--- src/design/pwtc_defs.svh ---
`ifndef PWTC_DEFS_SVH
`define PWTC_DEFS_SVH

// Register addresses on the 16-bit special function register port.
`define PWTC_ADDR_RUN_STATUS    16'hf917
`define PWTC_ADDR_TRIG_MODE     16'hf918
`define PWTC_ADDR_TRIG_SOURCE   16'hf919

// Reset values.
`define PWTC_RST_RUN_STATUS     8'h00
`define PWTC_RST_TRIG_MODE      8'h00
`define PWTC_RST_TRIG_SOURCE    8'h00

// Run and status register fields.
`define PWTC_BIT_COUNT_RUN      0
`define PWTC_BIT_TRIG_ENABLE    1
`define PWTC_BIT_ESTOP_STATUS   5
`define PWTC_BIT_OUTPUT_FLAG    6
`define PWTC_BIT_COUNTING       7

// Trigger mode register fields.
`define PWTC_BIT_MODE_LO        0
`define PWTC_BIT_MODE_HI        1
`define PWTC_BIT_CLEAR_ON_STOP  2
`define PWTC_BIT_EDGE_LO        4
`define PWTC_BIT_EDGE_HI        5
`define PWTC_BIT_ONE_SHOT       7
`define PWTC_MASK_TRIG_MODE     8'h00b7

// Trigger source register fields.
`define PWTC_BIT_SRC_LO         0
`define PWTC_BIT_SRC_HI         2
`define PWTC_BIT_BANK           3
`define PWTC_BIT_ESTOP_LO       4
`define PWTC_BIT_ESTOP_HI       5
`define PWTC_MASK_TRIG_SOURCE   8'h003f

`endif

--- src/design/pwtc_pkg.sv ---
package pwtc_pkg;

  // Counting state of the channel, one-hot.
  typedef enum logic [2:0] {
    ST_STOPPED  = 3'h1,
    ST_ARMED    = 3'h2,
    ST_COUNTING = 3'h4
  } pwtc_state_type;

  // External start and stop action.
  typedef enum logic [1:0] {
    EXT_NONE       = 2'h0,
    EXT_START      = 2'h1,
    EXT_STOP       = 2'h2,
    EXT_START_STOP = 2'h3
  } pwtc_ext_mode_type;

  // Emergency stop source.
  typedef enum logic [1:0] {
    ESTOP_OFF   = 2'h0,
    ESTOP_COMPARATOR_ZERO_OUT  = 2'h1,
    ESTOP_COMPARATOR_ONE_OUT  = 2'h2,
    ESTOP_PORTB = 2'h3
  } pwtc_estop_sel_type;

endpackage

--- src/design/pwtc_edge_if.sv ---
`timescale 1ns/1ps
`default_nettype none

// Level in, single-cycle edge pulses out.
interface pwtc_edge_if;
  logic level;
  logic rise;
  logic fall;

  modport det  (input level, output rise, output fall);
  modport user (output level, input rise, input fall);
endinterface

`default_nettype wire

--- src/design/pwtc_channel.sv ---
// Behaviour
// Run bit starts counting when set and stops counting when cleared.
// Trigger enable gates every external start, stop and emergency stop.
// An external-input stop raises an interrupt request.
// Emergency stop sets a sticky status bit, cleared by writing one.
// A read-only bit mirrors the internal output flag.
// A read-only bit shows whether the counter really counts.
// Software waits for counting status zero after an external stop.
// Software rewrites mode and source registers only when fully stopped.
// Mode field picks none, start, stop, or start and stop.
// Clear-on-stop bit zeroes the counter at an external stop.
// Edge field picks start and stop edges when both are used.
// Timer sources must use rising start and rising stop.
// One-shot bit selects single-period operation.
// Bank bit and three-bit code select the trigger source.
// Timer requests are taken raw, ignoring interrupt enables.
// Emergency-stop field picks comparator 0, comparator 1 or port B 0.
// Trigger and emergency stop must not share one source.
// A forced stop holds the output at the polarity's inactive level.
// Writing the counter clears all sixteen bits to zero.
// Emergency stop halts counting, idles output, sets status, interrupts.
// One-shot mode stops counting after one full period.
//
// Added by the designer: the strobed register port.
`timescale 1ns/1ps
`default_nettype none
`include "pwtc_defs.svh"

module pwtc_channel #(
  parameter int CNT_W = 16
) (
  input  wire logic             mclk,
  input  wire logic             reset_n,
  input  wire logic [15:0]      reg_addr,
  input  wire logic [7:0]       reg_wdata,
  input  wire logic             reg_wr,
  input  wire logic             reg_rd,
  output logic      [7:0]       reg_rdata,
  input  wire logic [CNT_W-1:0] period_value,
  input  wire logic [CNT_W-1:0] duty_value,
  input  wire logic             pwm_tick,
  input  wire logic             counter_clear_wr,
  input  wire logic             output_polarity,
  input  wire logic             forced_stop,
  input  wire logic [2:0]       port_a,
  input  wire logic [7:0]       port_b,
  input  wire logic             comparator_zero_out,
  input  wire logic             comparator_one_out,
  input  wire logic             timer_nine_irq,
  input  wire logic             timer_b_irq,
  input  wire logic             timer_f_irq,
  output logic                  pwm_out,
  output logic                  pwm_irq,
  output logic [CNT_W-1:0]      count_value,
  output logic                  counting_status
);

  // Control registers and channel state.
  logic                         count_run_r;
  logic                         ext_trigger_enable_r;
  logic                         emergency_stop_status_r;
  logic [7:0]                   trig_mode_r;
  logic [7:0]                   trig_source_r;
  logic [CNT_W-1:0]             counter_r;
  logic [CNT_W-1:0]             counter_nxt;
  logic                         output_flag_r;
  logic                         irq_r;
  logic [7:0]                   rdata_r;
  pwtc_pkg::pwtc_state_type     state_r;
  pwtc_pkg::pwtc_state_type     state_nxt;

  // Register decode.
  wire sel_run    = (reg_addr == `PWTC_ADDR_RUN_STATUS);
  wire sel_mode   = (reg_addr == `PWTC_ADDR_TRIG_MODE);
  wire sel_source = (reg_addr == `PWTC_ADDR_TRIG_SOURCE);
  wire wr_run     = reg_wr & sel_run;
  wire wr_mode    = reg_wr & sel_mode;
  wire wr_source  = reg_wr & sel_source;

  // Field views of the mode and source registers.
  pwtc_pkg::pwtc_ext_mode_type  ext_ctrl_mode;
  pwtc_pkg::pwtc_estop_sel_type estop_sel;
  assign ext_ctrl_mode = pwtc_pkg::pwtc_ext_mode_type'(
    trig_mode_r[`PWTC_BIT_MODE_HI:`PWTC_BIT_MODE_LO]);
  assign estop_sel = pwtc_pkg::pwtc_estop_sel_type'(
    trig_source_r[`PWTC_BIT_ESTOP_HI:`PWTC_BIT_ESTOP_LO]);
  wire       clear_on_ext_stop = trig_mode_r[`PWTC_BIT_CLEAR_ON_STOP];
  wire [1:0] trigger_edge_sel  =
    trig_mode_r[`PWTC_BIT_EDGE_HI:`PWTC_BIT_EDGE_LO];
  wire       one_shot_enable   = trig_mode_r[`PWTC_BIT_ONE_SHOT];
  wire       trigger_bank_sel  = trig_source_r[`PWTC_BIT_BANK];
  wire [2:0] trigger_source_code =
    trig_source_r[`PWTC_BIT_SRC_HI:`PWTC_BIT_SRC_LO];

  // Trigger source selection. Timer requests come straight from the
  // timers, so the interrupt controller's enables never mask them.
  logic [7:0] bank_zero_src;
  assign bank_zero_src = {timer_f_irq, timer_b_irq, timer_nine_irq,
                          comparator_one_out, comparator_zero_out,
                          port_a};
  wire trig_level =
    trigger_bank_sel ? port_b[trigger_source_code]
                     : bank_zero_src[trigger_source_code];

  // Emergency-stop source selection; off gives a constant low level.
  logic estop_level;
  always_comb begin
    unique case (estop_sel)
      pwtc_pkg::ESTOP_OFF:   estop_level = 1'b0;
      pwtc_pkg::ESTOP_COMPARATOR_ZERO_OUT:  estop_level = comparator_zero_out;
      pwtc_pkg::ESTOP_COMPARATOR_ONE_OUT:  estop_level = comparator_one_out;
      pwtc_pkg::ESTOP_PORTB: estop_level = port_b[0];
    endcase
  end

  // A shared source keeps the channel from starting or staying armed, which is
  wire src_conflict =
    ((estop_sel == pwtc_pkg::ESTOP_COMPARATOR_ZERO_OUT) & ~trigger_bank_sel &
     (trigger_source_code == 3'h3)) |
    ((estop_sel == pwtc_pkg::ESTOP_COMPARATOR_ONE_OUT) & ~trigger_bank_sel &
     (trigger_source_code == 3'h4)) |
    ((estop_sel == pwtc_pkg::ESTOP_PORTB) & trigger_bank_sel &
     (trigger_source_code == 3'h0));

  // Edge detectors on the two selected sources.
  pwtc_edge_if trig_edge ();
  pwtc_edge_if estop_edge ();
  assign trig_edge.level  = trig_level;
  assign estop_edge.level = estop_level;

  pwtc_edge_det u_trig_edge (
    .mclk      (mclk),
    .reset_n   (reset_n),
    .edge_port (trig_edge.det)
  );

  pwtc_edge_det u_estop_edge (
    .mclk      (mclk),
    .reset_n   (reset_n),
    .edge_port (estop_edge.det)
  );

  // Edge choice; only start-and-stop mode honours the edge field, the
  // single-action modes always use the rising edge.
  wire both_actions = (ext_ctrl_mode == pwtc_pkg::EXT_START_STOP);
  wire start_edge   = (both_actions & trigger_edge_sel[0]) ?
                      trig_edge.fall : trig_edge.rise;
  wire stop_edge    = (both_actions & trigger_edge_sel[1]) ?
                      trig_edge.fall : trig_edge.rise;

  // External actions, all gated by the trigger enable.
  wire ext_start_on = ext_trigger_enable_r & ext_ctrl_mode[0];
  wire ext_stop_on  = ext_trigger_enable_r & ext_ctrl_mode[1];
  wire is_counting  = (state_r == pwtc_pkg::ST_COUNTING);
  wire ext_stop_hit = ext_stop_on & stop_edge & is_counting;
  wire estop_hit    = ext_trigger_enable_r & estop_edge.rise &
                      ~src_conflict;

  // Period end: the counter has reached the period on a PWM tick.
  wire period_end = is_counting & pwm_tick & (counter_r >= period_value);
  wire one_shot_done = one_shot_enable & period_end;

  // Run bit after software writes and hardware stops; a hardware stop in
  // the same cycle as a software write wins.
  wire run_nxt = (estop_hit | one_shot_done) ? 1'b0 :
                 wr_run ? reg_wdata[`PWTC_BIT_COUNT_RUN] : count_run_r;

  // Counting state machine.
  always_comb begin
    state_nxt = state_r;
    unique case (state_r)
      pwtc_pkg::ST_STOPPED: begin
        // An emergency stop in the start cycle keeps the channel stopped.
        if (count_run_r & ~src_conflict & ~estop_hit) begin
          state_nxt = ext_start_on ? pwtc_pkg::ST_ARMED
                                   : pwtc_pkg::ST_COUNTING;
        end
      end
      pwtc_pkg::ST_ARMED: begin
        if (~count_run_r | src_conflict | estop_hit) begin
          state_nxt = pwtc_pkg::ST_STOPPED;
        end else if (ext_start_on ? start_edge : ~ext_stop_on) begin
          // A stop-only channel has no start edge, so it stays here until
          // run is cleared; dropping the enable lets it count again.
          state_nxt = pwtc_pkg::ST_COUNTING;
        end
      end
      pwtc_pkg::ST_COUNTING: begin
        if (~count_run_r | estop_hit | one_shot_done) begin
          state_nxt = pwtc_pkg::ST_STOPPED;
        end else if (ext_stop_hit) begin
          // Wait armed: a start edge resumes the count, while a stop-only
          // channel stays halted instead of restarting on its own run bit.
          state_nxt = pwtc_pkg::ST_ARMED;
        end
      end
      default: state_nxt = pwtc_pkg::ST_STOPPED;
    endcase
  end

  // Counter next value.
  always_comb begin
    counter_nxt = counter_r;
    if (counter_clear_wr) begin
      counter_nxt = '0;
    end else if (ext_stop_hit & clear_on_ext_stop) begin
      counter_nxt = '0;
    end else if (is_counting & pwm_tick) begin
      counter_nxt = (counter_r >= period_value) ? '0
                                                : counter_r + 1'b1;
    end
  end

  // Control registers.
  always_ff @(posedge mclk) begin
    if (!reset_n) begin
      count_run_r          <= 1'b0;
      ext_trigger_enable_r <= 1'b0;
      trig_mode_r          <= `PWTC_RST_TRIG_MODE;
      trig_source_r        <= `PWTC_RST_TRIG_SOURCE;
    end else begin
      count_run_r <= run_nxt;
      if (wr_run) begin
        ext_trigger_enable_r <= reg_wdata[`PWTC_BIT_TRIG_ENABLE];
      end
      if (wr_mode) begin
        trig_mode_r <= reg_wdata & `PWTC_MASK_TRIG_MODE;
      end
      if (wr_source) begin
        trig_source_r <= reg_wdata & `PWTC_MASK_TRIG_SOURCE;
      end
    end
  end

  // Sticky emergency-stop status: a new stop wins over a write of one.
  always_ff @(posedge mclk) begin
    if (!reset_n) begin
      emergency_stop_status_r <= 1'b0;
    end else if (estop_hit) begin
      emergency_stop_status_r <= 1'b1;
    end else if (wr_run & reg_wdata[`PWTC_BIT_ESTOP_STATUS]) begin
      emergency_stop_status_r <= 1'b0;
    end
  end

  // State, counter and output flag.
  always_ff @(posedge mclk) begin
    if (!reset_n) begin
      state_r       <= pwtc_pkg::ST_STOPPED;
      counter_r     <= '0;
      output_flag_r <= 1'b0;
    end else begin
      state_r   <= state_nxt;
      counter_r <= counter_nxt;
      if (estop_hit) begin
        output_flag_r <= 1'b0;
      end else if (is_counting & pwm_tick) begin
        output_flag_r <= (counter_nxt < duty_value);
      end
    end
  end

  // Output pin: a forced or emergency stop idles it at the inactive
  // level, which is the polarity bit itself.
  wire idle_out = forced_stop | emergency_stop_status_r;
  always_ff @(posedge mclk) begin
    if (!reset_n) begin
      pwm_out <= 1'b0;
    end else begin
      pwm_out <= idle_out ? output_polarity
                          : (output_flag_r ^ output_polarity);
    end
  end

  // Interrupt pulse on an external stop or an emergency stop.
  always_ff @(posedge mclk) begin
    if (!reset_n) begin
      irq_r <= 1'b0;
    end else begin
      irq_r <= ext_stop_hit | estop_hit;
    end
  end

  // Read view of the run and status register; reserved bits read zero.
  logic [7:0] run_status_view;
  always_comb begin
    run_status_view = 8'h00;
    run_status_view[`PWTC_BIT_COUNT_RUN]    = count_run_r;
    run_status_view[`PWTC_BIT_TRIG_ENABLE]  = ext_trigger_enable_r;
    run_status_view[`PWTC_BIT_ESTOP_STATUS] = emergency_stop_status_r;
    run_status_view[`PWTC_BIT_OUTPUT_FLAG]  = output_flag_r;
    run_status_view[`PWTC_BIT_COUNTING]     = is_counting;
  end

  // Read data stand only in the cycle after the strobe; unmapped
  // addresses read zero.
  wire [7:0] read_mux = sel_run    ? run_status_view :
                        sel_mode   ? trig_mode_r :
                        sel_source ? trig_source_r : 8'h00;
  always_ff @(posedge mclk) begin
    if (!reset_n) begin
      rdata_r <= 8'h00;
    end else begin
      rdata_r <= reg_rd ? read_mux : 8'h00;
    end
  end

  assign reg_rdata       = rdata_r;
  assign pwm_irq         = irq_r;
  assign count_value     = counter_r;
  assign counting_status = is_counting;

endmodule

`default_nettype wire

--- src/design/pwtc_edge_det.sv ---
`timescale 1ns/1ps
`default_nettype none

module pwtc_edge_det (
  input  wire logic   mclk,
  input  wire logic   reset_n,
  pwtc_edge_if.det    edge_port
);

  logic prev_r;

  // One stage of history; the level is already synchronous to mclk.
  always_ff @(posedge mclk) begin
    if (!reset_n) begin
      prev_r <= 1'b0;
    end else begin
      prev_r <= edge_port.level;
    end
  end

  // Pulses last exactly one clock cycle.
  assign edge_port.rise = edge_port.level & ~prev_r;
  assign edge_port.fall = ~edge_port.level & prev_r;

endmodule

`default_nettype wire

--- config.mk ---
export PLATFORM = sky130hd
export DESIGN_NAME = pwtc_channel
export DESIGN_NICKNAME = d
export VERILOG_FILES = /design/src/design/pwtc_pkg.sv /design/src/design/pwtc_edge_if.sv /design/src/design/pwtc_channel.sv /design/src/design/pwtc_edge_det.sv
export VERILOG_INCLUDE_DIRS = /design/src /design/src/design
export SDC_FILE = /design/constraint.sdc
export NUM_CORES = 1
export LEC_CHECK = 0
export BUFFER_PORTS_ARGS = -buffer_cell sky130_fd_sc_hd__buf_4
export CORE_UTILIZATION = 55
export DETAILED_ROUTE_END_ITERATION = 16
export PLACE_DENSITY = 0.86
export SYNTH_ARGS = -nofsm -noshare
export SYNTH_HDL_FRONTEND = slang
export SYNTH_SLANG_ARGS = --single-unit
export TNS_END_PERCENT = 50
--- constraint.sdc ---
create_clock -name mclk -period 11.8 [get_ports mclk]
set_clock_uncertainty 0.15 [all_clocks]
set_input_delay 2.36 -clock mclk [delete_from_list [all_inputs] [get_ports mclk]]
set_output_delay 2.36 -clock mclk [all_outputs]
set_load 0.02 [all_outputs]
==> reports/metrics.yaml <==
antenna_found_initial: 0
ir_drop_mv: 0.06912
ff2ff_setup_slack_ns: 7.80
final_cell_area_um2: 4213
cts_root_buffer: "clkbuf_8"
critPathLaunch: "period_value[15]"
setup_ws_ns: 6.213
grt_pass1_vias: 3047
htreeDepth: 2
die_h_um: 79.18
setup_viol: 0
wirelength_met1_um: 3583
grt_pass1_wl_um: 13750
ys_seq_area_frac: 0.2872
ys_ff_latch: 47
firstDrtPassIters: 5
critPathSlowestCell: "a311o_2"
cts_hold_buf: 0
final_common_cell: "buf_4"
hp-class: "reg2reg"
wl_um: 8439
layout_common_cells: "buf_4 (105), nor2_1 (52), dfxtp_1 (47), inv_1 (37), ha_1 (32)"
routed.top_layer: "met4"
clk_latency_ns: 0.31
dpl_worst_slack_ns: 5.934
grt_overflow: 0
io_pins: 107
vias_per_cell: 5.824
crit_fanout: 13
num_antenna_cells: 0
clkPwrFrac: 0.382
rr_endpoint: "output_flag_r$_SDFFE_PP0P_"
route.met2.wl_um: 4238
slew_violations: 0
combPwrFrac: 0.128
die_area_um2: 6269
ant_nets: 0
cts_resized: 0
power.density_nw_per_um2: 77.52
cts_buffer_depth: 2
fin_setup_tns_ns: 0
cp.arrival_ns: 5.68
post_cts_buffers: 0
synth_cell_types: 65
r2r-start: "count_value[0]$_SDFF_PN0_"
leakagePower_nw: 1.977
cts_made_buffers: 5
final_cell_count_no_fill: 564
drt-initial-drc-count: 257
syn_to_final_growth_pct: 28.61
synthCells: 389
rsz0062_at_grt: "false"
die_x_um: 79.18
critPathCapture: "output_flag_r$_SDFFE_PP0P_"
tightestPinTransition_ns: 0.8586
slew_headroom: 0.4259
fin_crit_sh: 0.4735
portBuffers: 105
rows: 27
wl_per_cell_um: 14.96
critPathCaptureType: "flop"
p_switching_mw: 0.07402
internal_power_mw: 0.2526
nNetsFinal: 603
grt_max_degree: 19
core_area_um2: 5608
met3WireLength_um: 535
synthesis.area_um2: 3276
gp_congestion: 0.8858
seq_power_share: 0.490
synthFlopType: "dfxtp_1"
vias: 3285
status: "completed"
syn_nets: 501
hold_viol_final: 0
dp_hpwl_um: 6845
cts_sinks: 47
crit_chain: "buf_4 > inv_1 > ha_1 > a2111oi_0 > o221ai_1 > o211ai_1 > a21oi_2 > a311o_2 > nor2_1 > ha_1 > a21o_1 > a21oi_1 > nor2b_1 > o311a_1 > a21oi_1"
cpPeakStageDelay_ns: 0.51
groute.usage.overall: 0.2769
synth_warnings: 0
timing.fmax_ghz: 0.1790
cp.required_ns: 11.89
start_kind: "primary input"
layout_min_cycle_time_ns: 5.587
layout-drive-gt1-share: 0.2825
reg2reg_depth: 14
fin_hold_ws_ns: 0.3330
place_area_um2: 4095
swShare: 0.2266
critPathKind: "in2reg"
cts_tree: "done"
clkSlewWorstSetupHoldPaths_ns: 0.09
synthArstFlopShare: 0
dpl.cell_count: 556
initial_core_util: 0.5841
avgSynthCellArea_um2: 8.421
maxCapViolCount: 0
synth-edff-count: 0
drc: 0
[registers in the layout, summed over array words and instances (netlist names), 3 cells and up]
name	flops
count_value	16
trig_source_r	6
trig_mode_r	6
state_r	3
reg_rdata	8
[layer usage]
layer | vias to the layer above | global-route usage
met5 | - | 0
met4 | 0 | 0.07091
met3 | 11 | 0.04368
met2 | 118 | 0.4698
met1 | 1571 | 0.3638
li1 | 1585 | -
[cells in the mapped netlist, types with 6 or more instances]
cell | count | area share
nor2_1 | 52 | 0.060
dfxtp_1 | 47 | 0.29
inv_1 | 37 | 0.042
ha_1 | 32 | 0.12
nand2_1 | 27 | 0.031
mux2i_1 | 21 | 0.064
a21oi_1 | 16 | 0.024
o21ai_0 | 15 | 0.023
nand4_1 | 12 | 0.023
nand3_1 | 10 | 0.015
nor2_2 | 10 | 0.019
xnor2_1 | 7 | 0.019
xor2_1 | 7 | 0.019
nand2b_1 | 6 | 0.011
[final cells by class]
| cell class | instances | area, µm² |
|---|---|---|
| clock buffer | 6 | 82.58 |
| clock inverter | 2 | 35.03 |
| fill | 440 | 1395 |
| inverter | 38 | 142.6 |
| multi-input combinational | 294 | 2133 |
| sequential | 47 | 940.9 |
| tap | 72 | 90.09 |
| timing repair buffer | 105 | 788.3 |
[cells by family (layout without fill, tap and decap cells)]
logic type / count (synthesis) / in the layout / share of synthesized area
AND/OR/NAND/NOR: 158 / 158 / 0.2594
XOR/XNOR: 14 / 14 / 0.03743
flip-flops: 47 / 47 / 0.2872
multiplexers: 27 / 27 / 0.1008
buffers and inverters: 48 / 151 / 0.06150
adder cells (fa/ha/maj): 32 / 32 / 0.1222
AO/OA/AOI/OAI: 63 / 63 / 0.1314
[through the flow]
stage | utilization | power (mW)
floorplan | - | 0.1810
global placement | 0.7303 | 0.2038
detailed placement | 0.7303 | 0.2054
CTS | 0.7512 | 0.3261
global route | 0.7512 | 0.3383
finish | 0.7512 | 0.3266
[worst min path at each step]
| stage | from | end | slack [ns] | cells past startpoint |
|---|---|---|---|---|
| floorplan | emergency_stop_status_r$_SDFFE_PN0P_ | reg_rdata[5]$_SDFF_PN0_ | 0.30 | 2 |
| global placement | emergency_stop_status_r$_SDFFE_PN0P_ | emergency_stop_status_r$_SDFFE_PN0P_ | 0.31 | 2 |
| detailed placement | emergency_stop_status_r$_SDFFE_PN0P_ | emergency_stop_status_r$_SDFFE_PN0P_ | 0.32 | 2 |
| CTS | emergency_stop_status_r$_SDFFE_PN0P_ | emergency_stop_status_r$_SDFFE_PN0P_ | 0.33 | 2 |
| global route | emergency_stop_status_r$_SDFFE_PN0P_ | emergency_stop_status_r$_SDFFE_PN0P_ | 0.36 | 2 |
| finish | emergency_stop_status_r$_SDFFE_PN0P_ | emergency_stop_status_r$_SDFFE_PN0P_ | 0.33 | 2 |
[worst max-delay path: cells and delay by family]
kind / cells / cell delay, ns
adder cells (fa/ha/maj): 2 / 0.57
AO/OA/AOI/OAI: 9 / 2.41
AND/OR/NAND/NOR: 2 / 0.22
buffers and inverters: 2 / 0.11
[power by group through the flow]
stage               Clock, mW  Combinational [mW]  Sequential [mW]
floorplan                   0              0.0172            0.164
global placement            0              0.0400            0.164
detailed placement          0              0.0416            0.164
CTS                     0.124              0.0419            0.160
global route            0.132              0.0461            0.160
finish                  0.125              0.0419            0.160
Note: power is estimated with default switching activity, not from simulation.
